**config.mk**
```make
export PLATFORM = sky130hd
export DESIGN_NAME = rmcr_top
export DESIGN_NICKNAME = d
export VERILOG_FILES = /design/src/core/rmcr_pkg.sv /design/src/core/rmcr_top.sv
export SDC_FILE = /design/constraint.sdc
export NUM_CORES = 1
export LEC_CHECK = 0
export ABC_AREA = 1
export BUFFER_PORTS_ARGS = -buffer_cell sky130_fd_sc_hd__buf_2
export CAP_MARGIN = 20
export CORE_MARGIN = 2
export CORE_UTILIZATION = 50
export DETAILED_ROUTE_END_ITERATION = 10
export PLACE_DENSITY = 0.86
export SLEW_MARGIN = 10
export SYNTH_ARGS = -nofsm -noshare
export SYNTH_HDL_FRONTEND = slang
export SYNTH_SLANG_ARGS = --single-unit
```
**constraint.sdc**
```tcl
create_clock -name clk -period 1.9 [get_ports clk]
set_input_delay 0.19 -clock clk [delete_from_list [all_inputs] [get_ports clk]]
set_output_delay 0.19 -clock clk [all_outputs]
set_load 0.05 [all_outputs]
```
**src/core/rmcr_pkg.sv**
```systemverilog
package rmcr_pkg;

  // Register indices; the byte address is four times the index.
  localparam logic [5:0] IDX_DRV_CHG = 6'h1e;
  localparam logic [5:0] IDX_FLP_RATE = 6'h1f;
  localparam logic [5:0] IDX_SER1_FCR = 6'h20;
  localparam logic [5:0] IDX_SER2_FCR = 6'h21;
  localparam logic [5:0] IDX_KILL = 6'h22;
  localparam logic [5:0] IDX_PIN_CFG = 6'h23;

  // Reset values.
  localparam logic [1:0] RST_DRV_CHG = 2'h1;
  localparam logic [7:0] RST_SHADOW = 8'h00;
  localparam logic [7:0] RST_KILL = 8'h00;
  localparam logic [7:0] RST_PIN_CFG = 8'h01;

  // Writable bits of the kill switch; bits 2:1 are reserved.
  localparam logic [7:0] KILL_MASK = 8'hf9;
  // Kill switch field positions.
  localparam int KILL_WP = 0;
  localparam int KILL_FLOPPY = 3;
  localparam int KILL_MIDI = 4;
  localparam int KILL_SER2 = 5;
  localparam int KILL_SER1 = 6;
  localparam int KILL_PAR = 7;

  // Implemented bits of the pin configuration; bits 6:3 are reserved.
  localparam logic [7:0] PIN_CFG_MASK = 8'h87;
  // Pin configuration field positions.
  localparam int PIN_DIR_IN = 0;
  localparam int PIN_INVERT = 1;
  localparam int PIN_ALT = 2;
  localparam int PIN_OPEN_DRAIN = 7;

  // Lock field value that arms the write lock.
  localparam logic [1:0] LOCK_ARMED = 2'b01;

  // Number of pins that pass the input synchroniser.
  localparam int NPIN = 7;
  // Positions inside the synchronised pin vector.
  localparam int P_STEP = 0;
  localparam int P_DS0 = 1;
  localparam int P_DS1 = 2;
  localparam int P_DISK_CHANGED_STATUS = 3;
  localparam int P_WRTPRT = 4;
  localparam int P_LOCK = 5;
  localparam int P_STICK = 6;
  // Idle levels of the pins: active-low lines rest high.
  localparam logic [6:0] PIN_IDLE = 7'h1f;

endpackage : rmcr_pkg

```
**src/core/rmcr_top.sv**
```systemverilog
// Decided for this implementation: register access over Avalon-MM.
`timescale 1ns/1ns
`default_nettype none

module rmcr_top (
  input wire logic clk,
  input wire logic nrst,
  // Avalon-MM slave, byte address.
  input wire logic [7:0] avs_address,
  input wire logic avs_read,
  input wire logic avs_write,
  input wire logic [3:0] avs_byteenable,
  input wire logic [31:0] avs_writedata,
  output logic [31:0] avs_readdata,
  output logic avs_waitrequest,
  // Floppy interface pins, all active low.
  input wire logic head_step_pulse_n,
  input wire logic drive_select_zero_n,
  input wire logic drive_select_one_n,
  input wire logic disk_changed_pin_n,
  input wire logic write_protect_line_n,
  // Lock pin and its alternate-function field.
  input wire logic lock_control_pin,
  input wire logic [1:0] lock_field,
  // Forced write-protect configuration bit.
  input wire logic force_write_protect,
  // Shadow capture strobes from the write-only registers.
  input wire logic rate_wr,
  input wire logic [7:0] rate_wdata,
  input wire logic ser1_fcr_wr,
  input wire logic [7:0] ser1_fcr_wdata,
  input wire logic ser2_fcr_wr,
  input wire logic [7:0] ser2_fcr_wdata,
  // Activate bits of the functions.
  input wire logic floppy_activate,
  input wire logic midi_activate,
  input wire logic serial2_activate,
  input wire logic serial1_activate,
  input wire logic parallel_activate,
  // Effective enables after the kill switch.
  output logic floppy_enable,
  output logic midi_enable,
  output logic serial2_enable,
  output logic serial1_enable,
  output logic parallel_enable,
  // Floppy core side.
  output logic disk_changed_status,
  output logic write_protect_core_n,
  // General-purpose pin shared with the joystick button.
  input wire logic stick1_button1_pin_i,
  output logic stick1_button1_pin_o,
  output logic stick1_button1_pin_oe,
  input wire logic gpio_out_value,
  output logic gpio_in_value,
  output logic stick1_button1
);

  // Register index taken from the word part of the byte address.
  logic [5:0] idx;
  // Low byte lane enable of a write.
  logic lane0;
  // Request is in its answer cycle.
  logic acc_go;
  // Write that takes effect on this edge.
  logic wr_go;
  // Lock condition on the kill switch.
  logic kill_locked;

  // Synchroniser stages; s1 feeds s2 only.
  logic [rmcr_pkg::NPIN-1:0] pin_s1_q;
  logic [rmcr_pkg::NPIN-1:0] pin_s2_q;
  logic [rmcr_pkg::NPIN-1:0] pin_s3_q;
  // Filtered pin levels.
  logic [rmcr_pkg::NPIN-1:0] pin_f_q;
  // Raw pin vector.
  logic [rmcr_pkg::NPIN-1:0] pin_raw;

  // Forced disk-change flags.
  logic [1:0] drv_chg_q;
  logic [1:0] drv_chg_d;
  // Shadows.
  logic [7:0] rate_q;
  logic [7:0] ser1_q;
  logic [7:0] ser2_q;
  // Kill switch and pin configuration.
  logic [7:0] kill_q;
  logic [7:0] pin_cfg_q;
  // Read mux value.
  logic [7:0] rd_byte;
  // Pin drive value after polarity.
  logic pin_val;

  // Masks a byte lane of write data to a register's writable bits.
  function automatic logic [7:0] wr_mask(
    input logic [7:0] data,
    input logic [7:0] mask
  );
    wr_mask = data & mask;
  endfunction : wr_mask

  // Decoded request terms.
  assign idx = avs_address[7:2];
  assign lane0 = avs_byteenable[0];
  // The answer cycle is the one with waitrequest low.
  assign acc_go = (avs_read | avs_write) & ~avs_waitrequest;
  assign wr_go = acc_go & avs_write & lane0;

  // All pins in one vector so they share one synchroniser.
  assign pin_raw = {
    stick1_button1_pin_i,
    lock_control_pin,
    write_protect_line_n,
    disk_changed_pin_n,
    drive_select_one_n,
    drive_select_zero_n,
    head_step_pulse_n
  };

  // Three-stage synchroniser for the asynchronous pins.
  always_ff @(posedge clk or negedge nrst) begin
    if (!nrst) begin
      pin_s1_q <= rmcr_pkg::PIN_IDLE;
      pin_s2_q <= rmcr_pkg::PIN_IDLE;
      pin_s3_q <= rmcr_pkg::PIN_IDLE;
    end else begin
      pin_s1_q <= pin_raw;
      pin_s2_q <= pin_s1_q;
      pin_s3_q <= pin_s2_q;
    end
  end

  // A level counts only once the second and third stages agree.
  // This rejects a single-cycle glitch at the cost of one cycle.
  always_ff @(posedge clk or negedge nrst) begin
    if (!nrst) begin
      pin_f_q <= rmcr_pkg::PIN_IDLE;
    end else begin
      pin_f_q <= (pin_s2_q & pin_s3_q) | (pin_f_q & (pin_s2_q ^ pin_s3_q));
    end
  end

  // Waitrequest rests high and drops for one cycle per request.
  // The single wait state gives the read mux a full cycle.
  always_ff @(posedge clk or negedge nrst) begin
    if (!nrst) begin
      avs_waitrequest <= 1'b1;
    end else if ((avs_read | avs_write) & avs_waitrequest) begin
      avs_waitrequest <= 1'b0;
    end else begin
      avs_waitrequest <= 1'b1;
    end
  end

  // Read mux; unmapped indices and reserved bits return zero.
  always_comb begin
    rd_byte = 8'h00;
    unique case (idx)
      rmcr_pkg::IDX_DRV_CHG: begin
        rd_byte = {6'h00, drv_chg_q};
      end
      rmcr_pkg::IDX_FLP_RATE: begin
        rd_byte = rate_q;
      end
      rmcr_pkg::IDX_SER1_FCR: begin
        rd_byte = ser1_q;
      end
      rmcr_pkg::IDX_SER2_FCR: begin
        rd_byte = ser2_q;
      end
      rmcr_pkg::IDX_KILL: begin
        rd_byte = kill_q & rmcr_pkg::KILL_MASK;
      end
      rmcr_pkg::IDX_PIN_CFG: begin
        rd_byte = pin_cfg_q & rmcr_pkg::PIN_CFG_MASK;
      end
      default: begin
        rd_byte = 8'h00;
      end
    endcase
  end

  // Read data is loaded in the wait cycle and stands in the answer.
  always_ff @(posedge clk or negedge nrst) begin
    if (!nrst) begin
      avs_readdata <= 32'h0000_0000;
    end else if (avs_read & avs_waitrequest) begin
      avs_readdata <= {24'h00_0000, rd_byte};
    end
  end

  // Flag update: hardware clears, software sets, and the set wins.
  always_comb begin
    drv_chg_d = drv_chg_q;
    // Step or select low clears the flag of that drive.
    if (!pin_f_q[rmcr_pkg::P_STEP] || !pin_f_q[rmcr_pkg::P_DS0]) begin
      drv_chg_d[0] = 1'b0;
    end
    if (!pin_f_q[rmcr_pkg::P_STEP] || !pin_f_q[rmcr_pkg::P_DS1]) begin
      drv_chg_d[1] = 1'b0;
    end
    // Ones written set; zeros written leave the flag alone.
    if (wr_go && idx == rmcr_pkg::IDX_DRV_CHG) begin
      drv_chg_d = drv_chg_d | avs_writedata[1:0];
    end
  end

  // Forced disk-change flags, main-supply reset value.
  always_ff @(posedge clk or negedge nrst) begin
    if (!nrst) begin
      drv_chg_q <= rmcr_pkg::RST_DRV_CHG;
    end else begin
      drv_chg_q <= drv_chg_d;
    end
  end

  // Floppy rate shadow follows the write-only register.
  // Bus writes to this offset are dropped on purpose.
  always_ff @(posedge clk or negedge nrst) begin
    if (!nrst) begin
      rate_q <= rmcr_pkg::RST_SHADOW;
    end else if (rate_wr) begin
      rate_q <= rate_wdata;
    end
  end

  // Serial 1 FIFO control shadow.
  always_ff @(posedge clk or negedge nrst) begin
    if (!nrst) begin
      ser1_q <= rmcr_pkg::RST_SHADOW;
    end else if (ser1_fcr_wr) begin
      ser1_q <= ser1_fcr_wdata;
    end
  end

  // Serial 2 FIFO control shadow, same layout.
  always_ff @(posedge clk or negedge nrst) begin
    if (!nrst) begin
      ser2_q <= rmcr_pkg::RST_SHADOW;
    end else if (ser2_fcr_wr) begin
      ser2_q <= ser2_fcr_wdata;
    end
  end

  // The lock holds while the field is armed and the pin is high.
  assign kill_locked = (lock_field == rmcr_pkg::LOCK_ARMED)
                       && pin_f_q[rmcr_pkg::P_LOCK];

  // Kill switch; a locked write is dropped without an error.
  always_ff @(posedge clk or negedge nrst) begin
    if (!nrst) begin
      kill_q <= rmcr_pkg::RST_KILL;
    end else if (wr_go && idx == rmcr_pkg::IDX_KILL && !kill_locked) begin
      kill_q <= wr_mask(avs_writedata[7:0], rmcr_pkg::KILL_MASK);
    end
  end

  // Pin configuration; reserved bits never store.
  always_ff @(posedge clk or negedge nrst) begin
    if (!nrst) begin
      pin_cfg_q <= rmcr_pkg::RST_PIN_CFG;
    end else if (wr_go && idx == rmcr_pkg::IDX_PIN_CFG) begin
      pin_cfg_q <= wr_mask(avs_writedata[7:0], rmcr_pkg::PIN_CFG_MASK);
    end
  end

  // Effective enables: a set kill bit overrides the activate bit.
  always_ff @(posedge clk or negedge nrst) begin
    if (!nrst) begin
      floppy_enable <= 1'b0;
      midi_enable <= 1'b0;
      serial2_enable <= 1'b0;
      serial1_enable <= 1'b0;
      parallel_enable <= 1'b0;
    end else begin
      floppy_enable <= floppy_activate & ~kill_q[rmcr_pkg::KILL_FLOPPY];
      midi_enable <= midi_activate & ~kill_q[rmcr_pkg::KILL_MIDI];
      serial2_enable <= serial2_activate & ~kill_q[rmcr_pkg::KILL_SER2];
      serial1_enable <= serial1_activate & ~kill_q[rmcr_pkg::KILL_SER1];
      parallel_enable <= parallel_activate & ~kill_q[rmcr_pkg::KILL_PAR];
    end
  end

  // Disk-changed status, the logic equation taken literally on the
  // active-low lines, so a select line that reads high gates its flag.
  always_ff @(posedge clk or negedge nrst) begin
    if (!nrst) begin
      disk_changed_status <= 1'b1;
    end else begin
      disk_changed_status <= (pin_f_q[rmcr_pkg::P_DS0] & drv_chg_q[0])
                             | (pin_f_q[rmcr_pkg::P_DS1] & drv_chg_q[1])
                             | pin_f_q[rmcr_pkg::P_DISK_CHANGED_STATUS];
    end
  end

  // Write-protect to the floppy core; kill bit 0 overrides all.
  always_ff @(posedge clk or negedge nrst) begin
    if (!nrst) begin
      write_protect_core_n <= 1'b1;
    end else begin
      write_protect_core_n <= (pin_f_q[rmcr_pkg::P_DS0] & force_write_protect)
                              | (pin_f_q[rmcr_pkg::P_DS1] & force_write_protect)
                              | pin_f_q[rmcr_pkg::P_WRTPRT]
                              | kill_q[rmcr_pkg::KILL_WP];
    end
  end

  // Output level after the polarity bit.
  assign pin_val = gpio_out_value ^ pin_cfg_q[rmcr_pkg::PIN_INVERT];

  // Pin driver. In joystick mode or as an input the pin is released.
  // Open drain only pulls low, so a high needs an outside pull-up.
  always_ff @(posedge clk or negedge nrst) begin
    if (!nrst) begin
      stick1_button1_pin_o <= 1'b0;
      stick1_button1_pin_oe <= 1'b0;
    end else if (pin_cfg_q[rmcr_pkg::PIN_ALT]
                 || pin_cfg_q[rmcr_pkg::PIN_DIR_IN]) begin
      stick1_button1_pin_o <= 1'b0;
      stick1_button1_pin_oe <= 1'b0;
    end else if (pin_cfg_q[rmcr_pkg::PIN_OPEN_DRAIN]) begin
      stick1_button1_pin_o <= 1'b0;
      stick1_button1_pin_oe <= ~pin_val;
    end else begin
      stick1_button1_pin_o <= pin_val;
      stick1_button1_pin_oe <= 1'b1;
    end
  end

  // Input side: the joystick sees the filtered level as is, the GPIO the
  // polarity-corrected level; the unused one reads zero.
  always_ff @(posedge clk or negedge nrst) begin
    if (!nrst) begin
      gpio_in_value <= 1'b0;
      stick1_button1 <= 1'b0;
    end else if (pin_cfg_q[rmcr_pkg::PIN_ALT]) begin
      gpio_in_value <= 1'b0;
      stick1_button1 <= pin_f_q[rmcr_pkg::P_STICK];
    end else begin
      gpio_in_value <= pin_f_q[rmcr_pkg::P_STICK]
                       ^ pin_cfg_q[rmcr_pkg::PIN_INVERT];
      stick1_button1 <= 1'b0;
    end
  end

  // Reads have no side effect anywhere in this slice, so a master
  // that retries a read after a timeout sees the same byte again.
  // Writes, in contrast, act only in the answer cycle, exactly once.

endmodule : rmcr_top

`default_nettype wire

```
==> results.json <==
{
  "status": "finished, final reports clean",
  "core_area_um2": 6830,
  "dp_hpwl_mm": 5.11,
  "crit_fanout": 12,
  "relSlewSlack_pct": 65.3,
  "cap_violations": 0,
  "fin_worst_hold_slack_ns": 0.0113,
  "finalCritPeriodShare_pct": 76.2,
  "clk_pin_slew_ns": 0.07,
  "cts_root_buf": "clkbuf_8",
  "ys_warn_count": 0,
  "path_cells": "nor2_1 -> nand4_2 -> nand2_1 -> o21ai_2",
  "wl_mm": 6.86,
  "grt_pass1_wl_mm": 11.1,
  "rsz0062_at_grt": "false",
  "hold-path-endpoint": "avs_waitrequest",
  "critPathTopFamily": "simple AND/OR/NAND/NOR gates",
  "timing.fmax_mhz": 691,
  "drive_above_1_share_pct": 38.5,
  "dieArea_um2": 7800,
  "wl_per_cell_um": 13.3,
  "initial_core_util_pct": 52.0,
  "crit_buf_inv": 0,
  "critPathLaunchType": "flop",
  "yosys_register_bits": 84,
  "power.leakage_nw": 2.19,
  "finalInstanceArea_um2": 4280,
  "max_stage_delay_ns": 0.40,
  "arrival_ns": 1.68,
  "setup_viol": 0,
  "clk_latency_ns": 0.35,
  "hold_class": "in2reg",
  "cts.sinks": 84,
  "timing.setup.tns_ns": 0,
  "skew_ns": 0.0109,
  "cellPowerDensity_nw_per_um2": 915,
  "cts_max_path_buffers": 2,
  "reg2reg_slack_ns": 0.45,
  "pwr-share-clk_pct": 33.8,
  "gp_congestion": 0.858,
  "hold_violations": 0,
  "num_rows": 30,
  "irDropWorstVdd_uv": 497,
  "syn_avg_cell_area_um2": 11.1,
  "overflow": 0,
  "worst-slew-pin-transition_ns": 0.518,
  "required_ns": 2.13,
  "drt_iter0_markers": 217,
  "synthTopCellsByCount": "dfrtp_1, nand2_1, nand3_1",
  "p_int_mw": 2.87,
  "placed_cell_area_um2": 3990,
  "placement.io_buffers": 81,
  "synth_most_common_cell": "dfrtp_1",
  "synth_top_cell_area_share_pct": 41.5,
  "reg2reg_depth": 4,
  "grt_pass1_vias": 2272,
  "synthDominantAreaCellType": "dfrtp_1",
  "fin_util_pct": 62.6,
  "first_pass_iters": 4,
  "period_needed_ns": 1.45,
  "crit_path_end_kind": "flop",
  "seqPwrFrac_pct": 51.6,
  "cts_made_buffers": 9,
  "netlist_instances": 320,
  "nFillCells": 561,
  "layout.nets": 514,
  "hold_start": "avs_read",
  "yosysUniqueCellTypes": 28,
  "post-cts-setup-buffers": 0,
  "worst_r2r_endpoint": "kill_q[3]",
  "h-tree-depth": 3,
  "grt_max_degree": 37,
  "comb_power_share_pct": 14.6,
  "postSynth.asyncResetShare_pct": 100,
  "slew_violations": 0,
  "die_y_um": 88.3,
  "io_pins": 135,
  "switchingPower_mw": 1.05,
  "synth_edf_count": 0,
  "syn_area_um2": 3550,
  "ys_seq_area_share_pct": 60.0,
  "cts_tree": "yes",
  "grt_use_total_pct": 18.8,
  "die_w_um": 88.3,
  "worst-setup-path-type": "reg2reg",
  "antenna_found_initial": 0,
  "viasPerCell": 4.83,
  "worstHoldPathCells": 2,
  "drc": 0,
  "n_antenna_cell": 0,
  "switching_share_pct": 26.7,
  "pre_cts_ws_ns": 0.449,
  "antenna_left": 0,
  "setup_slack_ns": 0.452,
  "vias": 2495,
  "slowest_stage": "nand4_2",
  "synthToLayoutAreaGrowth_pct": 20.3,
  "ys_top_cells_by_area": "dfrtp_1, dfstp_2, mux2_2, buf_4, nand2_1",
  "worstReg2RegStart": "avs_waitrequest",
  "ys.flop_type": "dfrtp_1"
}
cell type report:
cell class	count	area (µm²)	area share [%]
multi-input cells	203	1200	28.0
flip-flops and latches	84	2130	49.9
clock inverters	3	65.1	1.52
inverters	26	97.6	2.28
clock buffers	13	139	3.25
repair buffers	92	523	12.2
well taps	96	120	2.81
placed cells by master (no fill, tap or decap), types with 2 or more instances in the layout:
| master | count |
|---|---|
| clkbuf_1 | 4 |
| nand3b_1 | 2 |
| conb_1 | 24 |
| dfstp_2 | 25 |
| o22ai_1 | 2 |
| buf_2 | 80 |
| nor2_4 | 3 |
| xnor2_1 | 2 |
| nand2_1 | 51 |
| nor2_2 | 2 |
| nand3_1 | 35 |
| inv_1 | 23 |
| inv_2 | 3 |
| nor2_1 | 19 |
| a21o_1 | 7 |
| nand2_2 | 2 |
| bufinv_16 | 2 |
| o21ai_0 | 3 |
| ha_1 | 7 |
| mux2_2 | 23 |
| clkbuf_8 | 9 |
| buf_4 | 3 |
| o21ai_1 | 4 |
| dfrtp_1 | 59 |
| nand4_1 | 7 |
| o21ai_2 | 6 |
| dlygate4sd3_1 | 8 |
power by group through the flow:
stage,clock network (mW),registers (mW),logic (mW)
2_1_floorplan,0,2.14,0.315
3_3_place_gp,0,2.04,0.543
3_5_place_dp,0,2.05,0.558
4_1_cts,1.34,2.02,0.575
5_1_grt,1.43,2.03,0.622
6_report,1.32,2.02,0.570
worst max-delay path by stage:
stage                    startpoint              end  cells past startpoint
floorplan           avs_waitrequest  avs_readdata[0]                      4
global placement    avs_waitrequest        kill_q[3]                      4
detailed placement  avs_waitrequest        kill_q[0]                      4
CTS                 avs_waitrequest        kill_q[3]                      4
global route        avs_waitrequest        kill_q[7]                      4
finish              avs_waitrequest        kill_q[3]                      4
layer usage:
metal | track usage (%) | share of wire [%] | vias to the layer above
met3 | 5.22 | 6.6 | 12
met4 | 6.34 | 2.3 | 0
met2 | 29.1 | 47 | 94
met5 | 0 | 0 | -
li1 | - | - | 1198
met1 | 25.8 | 44 | 1191
cell families after synthesis:
group,count (synthesis),share of synthesized area (%)
fa+ha+maj,7,2.46
simple gates,123,16.3
mux,23,7.29
other cells,1,0.106
buf+inv,56,8.70
compound gates,24,4.65
flops,84,60.0
xor+xnor,2,0.493
per-stage QoR:
step	cells	power, mW
after global placement	493	2.59
after global routing	517	4.08
final	517	3.91
after CTS	517	3.93
after detailed placement	493	2.61
after floorplan	343	2.45
flip-flops by register name, indices dropped and copies added, names as in the netlist:
name                   count
stick1_button1             1
pin_s1_q                   7
kill_q                     6
pin_s3_q                   7
stick1_button1_pin_oe      1
midi_enable                1
floppy_enable              1
serial1_enable             1
ser2_q                     8
drv_chg_q                  2
disk_changed_status        1
parallel_enable            1
serial2_enable             1
ser1_q                     8
avs_waitrequest            1
pin_f_q                    7
rate_q                     8
stick1_button1_pin_o       1
write_protect_core_n       1
avs_readdata               8
gpio_in_value              1
pin_s2_q                   7
pin_cfg_q                  4
repair_timing:
action | in CTS | in global routing
hold buffers | 8 | 0
gates resized for setup | 0 | 0
endpoints found under the hold margin | 16 | 0
Note: power is estimated with default switching activity, not from simulation.
